**src/design/bcc_pkg.sv**
```systemverilog
// Constants, types and helpers shared by the CPU bus cycle controller
package bcc_pkg;
  localparam int ADDR_W = 16;
  localparam int DATA_W = 8;
  localparam int PORT_W = 8;
  // Least reset hold that the driver of resetn must give, in clock cycles
  localparam int RST_MIN_CYC = 3;
  localparam logic [15:0] PC_RST = 16'h0000;
  localparam logic IRQ_ENABLE_OUT_RST = 1'b0;
  // Positions in the synchronised pin vector
  localparam int PIN_PHI1 = 0;
  localparam int PIN_PHI2 = 1;
  localparam int PIN_READY = 2;
  localparam int PIN_HOLD = 3;
  localparam int PIN_IRQ = 4;
  localparam int PIN_DATA = 5;
  localparam int PIN_W = PIN_DATA + DATA_W;
  // Register byte addresses
  localparam logic [31:0] OFF_CMD = 32'h0000_0000;
  localparam logic [31:0] OFF_ADDR = 32'h0000_0004;
  localparam logic [31:0] OFF_WDATA = 32'h0000_0008;
  localparam logic [31:0] OFF_STAT = 32'h0000_000c;
  localparam logic [31:0] OFF_PC = 32'h0000_0010;
  localparam logic [31:0] OFF_SP = 32'h0000_0014;
  localparam logic [2:0] AHB_WORD = 3'h2;
  // Command register fields
  localparam int CMD_KIND = 0;
  localparam int CMD_GO = 3;
  localparam int CMD_EI = 4;
  localparam int CMD_DI = 5;
  localparam int CMD_IEND = 6;
  // Status register fields
  localparam int STA_BUSY = 8;
  localparam int STA_HALTED = 9;
  localparam int STA_WAIT = 10;
  localparam int STA_BUS_GRANT_ACK = 11;
  localparam int STA_IRQ_ENABLE_OUT = 12;
  localparam int STA_INTACC = 13;
  // Status byte bits driven in the first clock state
  localparam int SB_INTA = 0;
  localparam int SB_WO_N = 1;
  localparam int SB_STACK = 2;
  localparam int SB_HLTA = 3;
  localparam int SB_OUT = 4;
  localparam int SB_M1 = 5;
  localparam int SB_INP = 6;
  localparam int SB_MEMR = 7;

  typedef enum logic [6:0] {
    ST_IDLE = 7'h01, ST_T1 = 7'h02, ST_T2 = 7'h04, ST_TW = 7'h08,
    ST_T3 = 7'h10, ST_HOLD = 7'h20, ST_HALT = 7'h40
  } bcc_state_t;

  typedef enum logic [2:0] {
    CK_FETCH = 3'h0, CK_MEMRD = 3'h1, CK_MEMWR = 3'h2, CK_STKRD = 3'h3,
    CK_STKWR = 3'h4, CK_INRD = 3'h5, CK_OUTWR = 3'h6, CK_HALT = 3'h7
  } bcc_kind_t;

  function automatic logic kind_is_wr(input bcc_kind_t k);
    return (k == CK_MEMWR) || (k == CK_STKWR) || (k == CK_OUTWR);
  endfunction

  function automatic logic kind_is_rd(input bcc_kind_t k);
    return (k == CK_FETCH) || (k == CK_MEMRD) || (k == CK_STKRD) || (k == CK_INRD);
  endfunction
endpackage

```
**src/design/bcc_pin_if.sv**
```systemverilog
// Synchronised pin levels and their rising edges
`timescale 1ns/1ps
`default_nettype none
interface bcc_pin_if #(parameter int W = 13);
  wire [W-1:0] lvl;
  wire [W-1:0] rise;
  modport src (output lvl, output rise);
  modport dst (input lvl, input rise);
endinterface // bcc_pin_if
`default_nettype wire

```
**src/design/bcc_pin_sync.sv**
```systemverilog
// Three-stage pin synchroniser with agreement filter and edge detect
`timescale 1ns/1ps
`default_nettype none
module bcc_pin_sync #(
  parameter int W = 13
) (
  input wire logic mclk,
  input wire logic rst_n,
  input wire logic ce,
  input wire logic [W-1:0] raw,
  bcc_pin_if.src sp
);
  for (genvar i = 0; i < W; i++) begin : g_bit
    logic s1_reg, s2_reg, s3_reg, lvl_reg, old_reg;
    // A level counts only once stages two and three agree
    always_ff @(posedge mclk or negedge rst_n) begin
      if (!rst_n) begin
        s1_reg <= 1'b0;
        s2_reg <= 1'b0;
        s3_reg <= 1'b0;
        lvl_reg <= 1'b0;
        old_reg <= 1'b0;
      end else if (ce) begin
        s1_reg <= raw[i];
        s2_reg <= s1_reg;
        s3_reg <= s2_reg;
        if (s2_reg == s3_reg) lvl_reg <= s3_reg;
        old_reg <= lvl_reg;
      end
    end
    assign sp.lvl[i] = lvl_reg;
    assign sp.rise[i] = lvl_reg & ~old_reg;
  end
endmodule // bcc_pin_sync
`default_nettype wire

```
**src/design/bcc_cycle_ctrl.sv**
```systemverilog
// Bus cycle controller: machine-cycle pins, wait, hold, interrupt enable
// How it works
// - drive 16-bit address: memory address or one of 256 in/out ports
// - 8-bit two-way data bus, bit zero least significant
// - first clock state of each cycle except halt puts the cycle status byte out
// - cycle-start output marks the start of each machine cycle except halt
// - bus-input strobe high in the second, wait and third states of read cycles
// - without ready after the address, stay in wait state while low
// - wait-acknowledge output high while in the wait state
// - write strobe low for writes, data stable all the while
// - hold request seen only when halted, or second/wait state with ready
// - in the granted state address and data buses float
// - grant acknowledge starts in third state for reads, after it for writes
// - grant after first-phase rise, float after following second-phase rise
// - enable flip-flop set and cleared by command, shown on a pin, gates interrupts
// - accepted interrupt clears enable in first state of the fetch cycle
// - interrupt request sampled at instruction end or while halted
// - interrupt ignored while granted or while enable is clear
// - reset clears program counter, enable and grant flip-flops
// - reset leaves the stack pointer unchanged and clears the address and data registers
// - sixteen-bit stack pointer addresses a stack in outside memory
//
// Our own choices: register access over AHB-Lite and the register addresses.
`timescale 1ns/1ps
`default_nettype none
module bcc_cycle_ctrl (
  input wire logic mclk,
  input wire logic resetn,
  input wire logic ce,
  input wire logic hsel,
  input wire logic [31:0] haddr,
  input wire logic [1:0] htrans,
  input wire logic hwrite,
  input wire logic [2:0] hsize,
  input wire logic [31:0] hwdata,
  input wire logic hready,
  output logic hreadyout,
  output logic hresp,
  output logic [31:0] hrdata,
  input wire logic phi1,
  input wire logic phi2,
  input wire logic ready,
  input wire logic hold,
  input wire logic irq,
  input wire logic [bcc_pkg::DATA_W-1:0] data_lines_in,
  output logic [bcc_pkg::DATA_W-1:0] data_lines_out,
  output logic data_lines_oe,
  output logic [bcc_pkg::ADDR_W-1:0] address_lines,
  output logic address_oe,
  output logic sync,
  output logic bus_input_strobe,
  output logic wait_ack,
  output logic wr_n,
  output logic bus_grant_ack,
  output logic irq_enable_out
);
  import bcc_pkg::*;

  logic rst_m_reg, rst_n_reg;
  always_ff @(posedge mclk or negedge resetn) begin
    if (!resetn) begin
      rst_m_reg <= 1'b0;
      rst_n_reg <= 1'b0;
    end else begin
      rst_m_reg <= 1'b1;
      rst_n_reg <= rst_m_reg;
    end
  end

  bcc_pin_if #(.W(PIN_W)) pin_bus ();
  bcc_pin_sync #(.W(PIN_W)) u_sync (
    .mclk(mclk),
    .rst_n(rst_n_reg),
    .ce(ce),
    .raw({data_lines_in, irq, hold, ready, phi2, phi1}),
    .sp(pin_bus.src)
  );
  wire p1r = pin_bus.rise[PIN_PHI1];
  wire p2r = pin_bus.rise[PIN_PHI2];
  wire rdy = pin_bus.lvl[PIN_READY];
  wire hold_l = pin_bus.lvl[PIN_HOLD];
  wire irq_l = pin_bus.lvl[PIN_IRQ];
  wire [DATA_W-1:0] din = pin_bus.lvl[PIN_DATA +: DATA_W];

  bcc_state_t state_reg, state_next;
  bcc_kind_t kind_reg, req_kind_reg;
  logic req_pend_reg, halted_reg, hold_pend_reg, bus_grant_ack_reg, float_reg;
  logic irq_enable_out_reg, int_acc_reg;
  logic [ADDR_W-1:0] addr_reg, pc_reg, sp_reg, bus_addr_reg;
  logic [DATA_W-1:0] wdata_reg, rdata_reg, dout_reg;
  logic [31:0] hrdata_reg;
  logic [5:0] wsel_reg;

  wire st_idle = (state_reg == ST_IDLE);
  wire st_t1 = (state_reg == ST_T1);
  wire st_t2 = (state_reg == ST_T2);
  wire st_tw = (state_reg == ST_TW);
  wire st_t3 = (state_reg == ST_T3);
  wire st_hold = (state_reg == ST_HOLD);
  wire st_halt = (state_reg == ST_HALT);
  wire cur_rd = kind_is_rd(kind_reg);
  wire cur_wr = kind_is_wr(kind_reg);
  wire busy = req_pend_reg | ~st_idle;

  // AHB-Lite slave, zero wait states while enabled
  wire ahb_take = hsel & hready & htrans[1] & (hsize == AHB_WORD);
  wire hit_cmd = ahb_take & (haddr == OFF_CMD);
  wire hit_addr = ahb_take & (haddr == OFF_ADDR);
  wire hit_wdata = ahb_take & (haddr == OFF_WDATA);
  wire hit_stat = ahb_take & (haddr == OFF_STAT);
  wire hit_pc = ahb_take & (haddr == OFF_PC);
  wire hit_sp = ahb_take & (haddr == OFF_SP);
  wire wr_cmd = wsel_reg[0];
  wire wr_addr = wsel_reg[1];
  wire wr_wdata = wsel_reg[2];
  wire wr_pc = wsel_reg[4];
  wire wr_sp = wsel_reg[5];
  wire go_cmd = wr_cmd & hwdata[CMD_GO] & ~busy;
  wire ei_cmd = wr_cmd & hwdata[CMD_EI];
  // Disable outranks enable when both come in one write
  wire di_cmd = wr_cmd & hwdata[CMD_DI];
  wire iend_cmd = wr_cmd & hwdata[CMD_IEND];

  wire [31:0] stat_word;
  assign stat_word[DATA_W-1:0] = rdata_reg;
  assign stat_word[STA_BUSY] = busy;
  assign stat_word[STA_HALTED] = halted_reg;
  assign stat_word[STA_WAIT] = st_tw;
  assign stat_word[STA_BUS_GRANT_ACK] = bus_grant_ack_reg;
  assign stat_word[STA_IRQ_ENABLE_OUT] = irq_enable_out_reg;
  assign stat_word[STA_INTACC] = int_acc_reg;
  assign stat_word[31:STA_INTACC+1] = '0;

  wire [31:0] rd_word = hit_addr ? {16'h0000, addr_reg} :
                        hit_wdata ? {24'h00_0000, wdata_reg} :
                        hit_stat ? stat_word :
                        hit_pc ? {16'h0000, pc_reg} :
                        hit_sp ? {16'h0000, sp_reg} : 32'h0000_0000;

  always_ff @(posedge mclk or negedge rst_n_reg) begin
    if (!rst_n_reg) begin
      wsel_reg <= 6'h00;
      hrdata_reg <= 32'h0000_0000;
    end else if (ce) begin
      wsel_reg <= hwrite ? {hit_sp, hit_pc, hit_stat, hit_wdata, hit_addr, hit_cmd} : 6'h00;
      hrdata_reg <= (ahb_take & ~hwrite) ? rd_word : 32'h0000_0000;
    end
  end
  // Freezing the block also stalls the bus so no write is lost
  assign hreadyout = ce;
  assign hresp = 1'b0;
  assign hrdata = hrdata_reg;

  always_ff @(posedge mclk or negedge rst_n_reg) begin
    if (!rst_n_reg) begin
      addr_reg <= 16'h0000;
      wdata_reg <= 8'h00;
    end else if (ce) begin
      if (wr_addr) addr_reg <= hwdata[ADDR_W-1:0];
      if (wr_wdata) wdata_reg <= hwdata[DATA_W-1:0];
    end
  end

  // Machine cycle sequencing, paced by first-phase rises
  wire leave_t2 = p1r & (st_t2 | st_tw) & rdy;
  wire int_take;
  always_comb begin
    state_next = state_reg;
    if (p1r) begin
      case (state_reg)
        ST_IDLE: begin
          if (req_pend_reg) state_next = (req_kind_reg == CK_HALT) ? ST_HALT : ST_T1;
        end
        ST_T1: state_next = ST_T2;
        ST_T2, ST_TW: state_next = rdy ? ST_T3 : ST_TW;
        ST_T3: state_next = hold_pend_reg ? ST_HOLD : ST_IDLE;
        ST_HOLD: begin
          if (!hold_l) state_next = halted_reg ? ST_HALT : ST_IDLE;
        end
        ST_HALT: begin
          if (hold_l) state_next = ST_HOLD;
          else if (int_take) state_next = ST_IDLE;
        end
        default: state_next = ST_IDLE;
      endcase
    end
  end
  wire start = st_idle & (state_next == ST_T1);
  wire start_fetch = start & (req_kind_reg == CK_FETCH);

  always_ff @(posedge mclk or negedge rst_n_reg) begin
    if (!rst_n_reg) state_reg <= ST_IDLE;
    else if (ce) state_reg <= state_next;
  end

  always_ff @(posedge mclk or negedge rst_n_reg) begin
    if (!rst_n_reg) begin
      req_pend_reg <= 1'b0;
      req_kind_reg <= CK_FETCH;
      kind_reg <= CK_FETCH;
    end else if (ce) begin
      if (go_cmd) begin
        req_pend_reg <= 1'b1;
        req_kind_reg <= bcc_kind_t'(hwdata[CMD_KIND +: 3]);
      end else if (st_idle & p1r) begin
        req_pend_reg <= 1'b0;
      end
      if (start) kind_reg <= req_kind_reg;
    end
  end

  always_ff @(posedge mclk or negedge rst_n_reg) begin
    if (!rst_n_reg) halted_reg <= 1'b0;
    else if (ce) halted_reg <= (state_next == ST_HALT) | (halted_reg & (state_next == ST_HOLD));
  end

  wire [ADDR_W-1:0] port_addr = {{(ADDR_W-PORT_W){1'b0}}, addr_reg[PORT_W-1:0]};
  wire [ADDR_W-1:0] sp_dec = sp_reg - 16'h0001;
  wire [ADDR_W-1:0] cyc_addr = (req_kind_reg == CK_FETCH) ? pc_reg :
                               (req_kind_reg == CK_STKRD) ? sp_reg :
                               (req_kind_reg == CK_STKWR) ? sp_dec :
                               ((req_kind_reg == CK_INRD) | (req_kind_reg == CK_OUTWR)) ? port_addr :
                               addr_reg;

  wire [DATA_W-1:0] status_byte;
  assign status_byte[SB_INTA] = (req_kind_reg == CK_FETCH) & int_acc_reg;
  assign status_byte[SB_WO_N] = ~kind_is_wr(req_kind_reg);
  assign status_byte[SB_STACK] = (req_kind_reg == CK_STKRD) | (req_kind_reg == CK_STKWR);
  assign status_byte[SB_HLTA] = 1'b0;
  assign status_byte[SB_OUT] = (req_kind_reg == CK_OUTWR);
  assign status_byte[SB_M1] = (req_kind_reg == CK_FETCH);
  assign status_byte[SB_INP] = (req_kind_reg == CK_INRD);
  assign status_byte[SB_MEMR] = kind_is_rd(req_kind_reg) & (req_kind_reg != CK_INRD);

  always_ff @(posedge mclk or negedge rst_n_reg) begin
    if (!rst_n_reg) begin
      bus_addr_reg <= 16'h0000;
      dout_reg <= 8'h00;
    end else if (ce) begin
      if (start) bus_addr_reg <= cyc_addr;
      if (start) dout_reg <= status_byte;
      else if (st_t1 & p1r) dout_reg <= wdata_reg;
    end
  end

  always_ff @(posedge mclk or negedge rst_n_reg) begin
    if (!rst_n_reg) rdata_reg <= 8'h00;
    else if (ce & leave_t2 & cur_rd) rdata_reg <= din;
  end

  always_ff @(posedge mclk or negedge rst_n_reg) begin
    if (!rst_n_reg) pc_reg <= PC_RST;
    else if (ce) begin
      if (wr_pc) pc_reg <= hwdata[ADDR_W-1:0];
      else if (start_fetch & ~int_acc_reg) pc_reg <= pc_reg + 16'h0001;
    end
  end

  always_ff @(posedge mclk) begin
    if (ce) begin
      if (wr_sp) sp_reg <= hwdata[ADDR_W-1:0];
      else if (start & (req_kind_reg == CK_STKWR)) sp_reg <= sp_dec;
      else if (start & (req_kind_reg == CK_STKRD)) sp_reg <= sp_reg + 16'h0001;
    end
  end

  assign int_take = (iend_cmd | (st_halt & p1r)) & irq_l & irq_enable_out_reg & ~bus_grant_ack_reg & ~int_acc_reg;
  always_ff @(posedge mclk or negedge rst_n_reg) begin
    if (!rst_n_reg) int_acc_reg <= 1'b0;
    else if (ce) begin
      if (int_take) int_acc_reg <= 1'b1;
      else if (start_fetch) int_acc_reg <= 1'b0;
    end
  end

  always_ff @(posedge mclk or negedge rst_n_reg) begin
    if (!rst_n_reg) irq_enable_out_reg <= IRQ_ENABLE_OUT_RST;
    else if (ce) begin
      if (di_cmd | (start_fetch & int_acc_reg)) irq_enable_out_reg <= 1'b0;
      else if (ei_cmd) irq_enable_out_reg <= 1'b1;
    end
  end

  wire hold_seen = hold_l & leave_t2;
  always_ff @(posedge mclk or negedge rst_n_reg) begin
    if (!rst_n_reg) hold_pend_reg <= 1'b0;
    else if (ce) begin
      if (hold_seen) hold_pend_reg <= 1'b1;
      else if (state_next == ST_HOLD) hold_pend_reg <= 1'b0;
    end
  end

  wire bus_grant_ack_set = p1r & ((hold_seen & cur_rd) | (st_t3 & hold_pend_reg & cur_wr) | (st_halt & hold_l));
  wire bus_grant_ack_clr = p1r & st_hold & ~hold_l;
  always_ff @(posedge mclk or negedge rst_n_reg) begin
    if (!rst_n_reg) begin
      bus_grant_ack_reg <= 1'b0;
      float_reg <= 1'b0;
    end else if (ce) begin
      if (bus_grant_ack_set) bus_grant_ack_reg <= 1'b1;
      else if (bus_grant_ack_clr) bus_grant_ack_reg <= 1'b0;
      if (bus_grant_ack_clr) float_reg <= 1'b0;
      else if (p2r & bus_grant_ack_reg) float_reg <= 1'b1;
    end
  end

  assign sync = st_t1;
  assign bus_input_strobe = cur_rd & (st_t2 | st_tw | st_t3);
  assign wait_ack = st_tw;
  assign wr_n = ~(cur_wr & st_t3);
  assign data_lines_oe = ~float_reg & (st_t1 | (cur_wr & (st_t2 | st_tw | st_t3)));
  assign data_lines_out = dout_reg;
  assign address_lines = bus_addr_reg;
  assign address_oe = ~float_reg;
  assign bus_grant_ack = bus_grant_ack_reg;
  assign irq_enable_out = irq_enable_out_reg;
endmodule // bcc_cycle_ctrl
`default_nettype wire

```
**config.mk**
```make
export PLATFORM = sky130hd
export DESIGN_NAME = bcc_cycle_ctrl
export DESIGN_NICKNAME = d
export VERILOG_FILES = /design/src/design/bcc_pkg.sv /design/src/design/bcc_pin_if.sv /design/src/design/bcc_pin_sync.sv /design/src/design/bcc_cycle_ctrl.sv
export SDC_FILE = /design/constraint.sdc
export NUM_CORES = 1
export LEC_CHECK = 0
export BUFFER_PORTS_ARGS = -buffer_cell sky130_fd_sc_hd__buf_2
export CAP_MARGIN = 20
export CORE_UTILIZATION = 59
export CTS_BUF_LIST = sky130_fd_sc_hd__clkbuf_4 sky130_fd_sc_hd__clkbuf_8
export CTS_CLUSTER_SIZE = 16
export DETAILED_ROUTE_END_ITERATION = 12
export PLACE_DENSITY = 0.82
export SYNTH_ARGS = -nofsm -noshare
export SYNTH_HDL_FRONTEND = slang
export SYNTH_SLANG_ARGS = --single-unit
```
**constraint.sdc**
```tcl
create_clock -name mclk -period 5.6 [get_ports mclk]
set_input_delay 1.12 -clock mclk [delete_from_list [all_inputs] [get_ports mclk]]
set_output_delay 1.12 -clock mclk [all_outputs]
set_load 0.1 [all_outputs]
```
# ---- Word level (Yosys, flattened, before mapping)
# Index checks and enable logic that the tools add are counted.
dict set report classes {
  add_sub_neg 3
  n_eq_ne 43
  mux 40
  bitwise 72
  reduce_logical 49
}
# operator n
set op_table {}
lappend op_table {{$mux 16} 15}
lappend op_table {{$eq 32x4->1 const B} 2}
lappend op_table {{$eq 32x5->1 const B} 2}
lappend op_table {{$reduce_and 2->1} 26}
lappend op_table {{$and 1x1->1} 50}
lappend op_table {{$mux 7} 7}
lappend op_table {{$pmux 7 s6} 1}
lappend op_table {{$add 16x1->16 const B} 2}
lappend op_table {{$eq 32x3->1 const B} 1}
lappend op_table {{$logic_not 32->1} 1}
lappend op_table {{$eq 3x3->1 const B} 7}
lappend op_table {{$mux 8} 2}
lappend op_table {{$reduce_bool 2->1} 8}
lappend op_table {{$sub 16x1->16 const B} 1}
lappend op_table {{$eq 3x2->1 const B} 5}
lappend op_table {{$eq 7x2->1 const B} 2}
lappend op_table {{$eq 7x6->1 const B} 2}
lappend op_table {{$eq 7x7->1 const B} 2}
lappend op_table {{$eq 1x1->1} 13}
lappend op_table {{$mux 1} 12}
lappend op_table {{$mux 6} 2}
lappend op_table {{$not 1->1} 11}
lappend op_table {{$or 1x1->1} 11}
lappend op_table {{$logic_or 1x1->1} 10}
lappend op_table {{10 further kinds} 12}
dict set report word_totals {
  reg_bits 202
  inputBits 88
  output_inout_bits 66
  elab_cells 282
}

# ---- Longest topological paths before layout
dict set report logic_depth {
  depth_word 19
  mapped_depth 9
  mapped_depth_nobuf 9
}

# ---- By module
# From an unflattened synthesis, not the netlist that was laid out.
dict set report hier_totals {
  hier_cells 1083
  hier_area_um2 10762.8
}
# mod n_inst cells_each area_each_um2 seq_area_each_um2
set by_module_without_submodules {}
lappend by_module_without_submodules {bcc_cycle_ctrl 1 887 7991.4 3359.5}
lappend by_module_without_submodules {bcc_pin_sync 1 196 2771.4 1626.6}

# ---- Worst setup path after synthesis
# No wires, ideal clock.
dict set report synth_path {
  kind {register -> output}
  startpoint {register state_reg[1]}
  endpoint {output port wait_ack}
  arrival_time_ns 4.230
  required_time_ns 4.480
  setup_slack_ns 0.250
  path_stages_with_launch 4
  n_path_buf 1
  cell_sequence {dfrtp_1 or4_1 clkbuf_1 nor4b_1}
}
dict set report synth_via {
  elab_chain_len 1
}
# item line_no
set synth_rtl {}
lappend synth_rtl {{start, declared} bcc_cycle_ctrl.sv:85} ;# bcc_state_t state_reg, state_next;
lappend synth_rtl {{start signal, assigned} bcc_cycle_ctrl.sv:193} ;# else if (ce) state_reg <= state_next;
lappend synth_rtl {{$eq 7x4->1} bcc_cycle_ctrl.sv:97} ;# wire st_tw = (state_reg == ST_TW);
lappend synth_rtl {{end, declared} bcc_cycle_ctrl.sv:52} ;# output logic wait_ack,
# Every way passes these cells.

# ---- Worst setup path in the final report
dict set report layout_path {
  startpoint {register state_reg[6]}
  endpoint {output port data_lines_oe}
}
dict set report layout_via {
  elab_chain_len 6
  word_cells_on_any_way 9
  classes_between {eq/ne: 4; bitwise: 5}
}
# item line_no
set layout_rtl {}
lappend layout_rtl {{$eq 7x3->1 or $eq 7x4->1 (tied branches)} {bcc_cycle_ctrl.sv:96, bcc_cycle_ctrl.sv:97}}
lappend layout_rtl {{$or 1x1->1 (2 in a row)} bcc_cycle_ctrl.sv:311} ;# assign data_lines_oe = ~float_reg & (st_t1 | (cur_wr & (st_t2 | st_tw | st_t3)));
lappend layout_rtl {{$and 1x1->1} bcc_cycle_ctrl.sv:311}
lappend layout_rtl {{$or 1x1->1 *} bcc_cycle_ctrl.sv:311}
lappend layout_rtl {{$and 1x1->1 *} bcc_cycle_ctrl.sv:311}
lappend layout_rtl {{end, declared} bcc_cycle_ctrl.sv:47} ;# output logic data_lines_oe,
# Every way passes the cells marked *; elsewhere a longest branch is shown, timed or not.

==> flow_metrics.py <==
metrics = {
    "status": {
        "status": "complete, no violations",
    },
    "critical_path": {
        "path_buf_inv": 1,
        "cpMostUsedCell": "nand2_1",
        "worstPathRequired_ns": 4.48,
        "crit_chain": "or4_1 -> or3_1 -> nand2_1 -> nand2_1 -> a21oi_1 -> buf_2",
        "start_kind": "register",
        "crit_family": "simple AND/OR/NAND/NOR gates",
        "r2r_setup_slack_ns": 1.93,
        "r2r-end": "address_lines[2]",
        "worst-setup-path-type": "reg2out",
        "cp-end-kind": "output pin",
        "critPathMaxFanout": 12,
        "worstRegToRegCells": 7,
        "max_stage_delay_ns": 0.65,
        "reg2reg_from": "state_reg[6]",
        "crit_slowest_cell": "or4_1",
        "arrival_ns": 2.88,
    },
    "floorplan": {
        "coreArea_um2": 16600,
        "die_y_um": 133,
        "dieArea_um2": 17600,
        "die_w_um": 133,
        "start_util": 0.606,
        "rows": 47,
        "io_pins": 154,
    },
    "final_layout": {
        "post-route-util": 0.667,
        "instances_no_fill": 1396,
        "nNetsFinal": 1254,
        "areaGrowthSynthToFinish_pct": 10.2,
        "n_antenna_cell": 0,
        "fillers": 1370,
        "layout-drive-gt1-share": 0.208,
    },
    "synth": {
        "synth_flop_cell": "dfrtp_1",
        "synth-edff-count": 16,
        "synthArstFlopShare": 0.914,
        "synthTopCellsByCount": "168 x dfrtp_1, 134 x o21ai_0, 116 x nand2_1, 68 x nor2_1",
        "ys_warn_count": 0,
        "yosys_register_bits": 185,
        "synth_top_area_cell": "dfrtp_1",
        "synth_cell_types": 70,
        "ys_seq_area_frac": 0.467,
        "avgSynthCellArea_um2": 9.26,
        "yosys.area.top_type_share": 0.417,
        "ys_top_cells_by_area": "dfrtp_1 42%, mux2_2 7.3%, o21ai_0 6.7%",
        "syn-cell-area_um2": 10100,
        "yosysMostFrequentCell": "dfrtp_1",
        "synthCells": 1089,
    },
    "grt": {
        "grt_pass1_vias": 8134,
        "antenna_found_initial": 0,
        "gr-total-overflow": 0,
        "track_usage": 0.322,
        "grt_max_degree": 85,
        "grt_pass1_wl_um": 43600,
    },
    "sta": {
        "fmax_ghz": 0.250,
        "finalMaxSlewViolations": 0,
        "relSlewSlack": 0.279,
        "min_period_over_period": 0.715,
        "final.setup.tns_ns": 0,
        "skew_ns": 0.0174,
        "period_needed_ns": 4.00,
        "rsz0062_at_grt": "no",
        "setup_viol": 0,
        "tightest_slew_ns": 1.07,
        "final_hold_viol_count": 0,
    },
    "placement": {
        "place.gp.congestion": 0.957,
        "io_buffers": 119,
        "post-place-cells": 1363,
        "dp_hpwl_um": 19000,
    },
    "cts": {
        "clock_sinks": 185,
        "worst_skew_pair.late_latency_ns": 0.50,
        "cts_buffers": 17,
        "post_cts_resize_count": 0,
        "htreeDepth": 4,
        "clockBufferDepth": 2,
        "cts-root-buf": "clkbuf_8",
        "ctsHoldBuffers": 0,
        "clk_pin_slew_worst_paths_ns": 0.11,
        "cts_tree": "done",
        "cts_post_setup_buffers_inserted": 0,
    },
    "hold_path": {
        "min_path_cells": 0,
        "whs_endpoint": "rst_n_reg",
        "worstHoldStart": "rst_m_reg",
        "worstHoldPathType": "reg2reg",
    },
    "power_and_ir_drop": {
        "power.density_nw_per_um2": 293,
        "p_leak_uw": 0.00492,
        "vdd_ir_drop_max_mv": 0.329,
        "p_total_uw": 3250,
    },
    "drt": {
        "drc_errors": 0,
        "vias_per_cell": 6.35,
        "drt_wl_total_um": 27300,
        "postRouteAntennaNets": 0,
        "first_pass_iters": 6,
        "drt-initial-drc-count": 1060,
        "wl_per_cell_um": 19.6,
        "vias": 8869,
    },
    "job": {
        "max-cap-violations": 0,
    },
}
-- worst max path at each step --
stage | from | to | slack [ns] | depth (start not counted)
after floorplan | state_reg[1] | wait_ack | 0.25 | 3
after global placement | hsize[0] | hrdata[2] | 2.04 | 8
after detailed placement | hsize[0] | hrdata[2] | 2.02 | 8
after CTS | state_reg[6] | data_lines_oe | 1.61 | 6
after global routing | state_reg[6] | data_lines_oe | 1.44 | 6
final | state_reg[6] | data_lines_oe | 1.60 | 6
-- where the power goes --
part / internal, µW / switching (µW) / total [µW]
Clock: 341 / 573 / 914
Combinational: 205 / 480 / 685
Sequential: 1490 / 164 / 1650
Total: 2030 / 1220 / 3250
-- routing by layer --
layer	vias up	GRT usage	wire [µm]
li1	4052	-	-
met1	4244	0.428	11100
met2	468	0.508	12700
met3	105	0.0602	2280
met4	0	0.158	1270
met5	-	0	0
-- per-stage QoR --
step	area (µm²)	hold slack (ns)	setup WS (ns)
3_3_place_gp	10700	0.343	2.04
6_report	11100	0.364	1.60
2_1_floorplan	10100	0.331	0.250
3_5_place_dp	10700	0.339	2.02
5_1_grt	11100	0.384	1.44
4_1_cts	11100	0.368	1.61
-- logic make-up after synthesis --
| family | after synthesis | share of synthesized area |
|---|---|---|
| adder cells (fa/ha/maj) | 9 | 0.00968 |
| flip-flops | 185 | 0.467 |
| AO/OA/AOI/OAI | 313 | 0.187 |
| buffers and inverters | 132 | 0.0570 |
| AND/OR/NAND/NOR | 341 | 0.167 |
| multiplexers | 81 | 0.0885 |
| XOR/XNOR | 26 | 0.0226 |
| other | 2 | 0.000745 |
-- placed cells by master, fill, tap and decap left out, types with 5 or more instances in the layout --
cell	Yosys	final
a22oi_1	8	8
mux2i_1	16	16
inv_6	0	6
clkbuf_8	0	17
o21ai_0	134	134
maj3_1	6	6
a21o_1	8	8
nor2b_1	15	15
o21a_1	5	5
nand2_1	116	116
dfrtp_1	168	167
a32o_1	6	6
or4_1	7	7
xnor2_1	13	13
a31oi_1	16	16
and2_1	5	5
mux2_2	65	65
xor2_1	13	13
nand2b_1	5	5
and3_1	12	12
nor2_1	68	68
inv_1	36	36
nor4_1	14	13
a32oi_1	5	5
conb_1	2	18
or3_1	15	15
a211oi_1	11	11
clkinv_8	0	5
buf_4	18	15
o2bb2ai_1	8	8
o22ai_1	6	6
nor3_1	21	21
nand3_1	25	25
edfxtp_1	16	16
a21oi_1	65	65
buf_2	3	118
nand4_1	12	12
-- final cells by class --
type / instances / area [µm²] / area share
Clock buffer: 17 / 234 / 0.0211
Clock inverter: 15 / 173 / 0.0155
Inverter: 37 / 139 / 0.0125
Multi-Input combinational cell: 788 / 4860 / 0.438
Sequential cell: 185 / 4710 / 0.425
Tap cell: 220 / 275 / 0.0248
Timing Repair Buffer: 134 / 708 / 0.0638
Power figures use the tool's default switching activity.
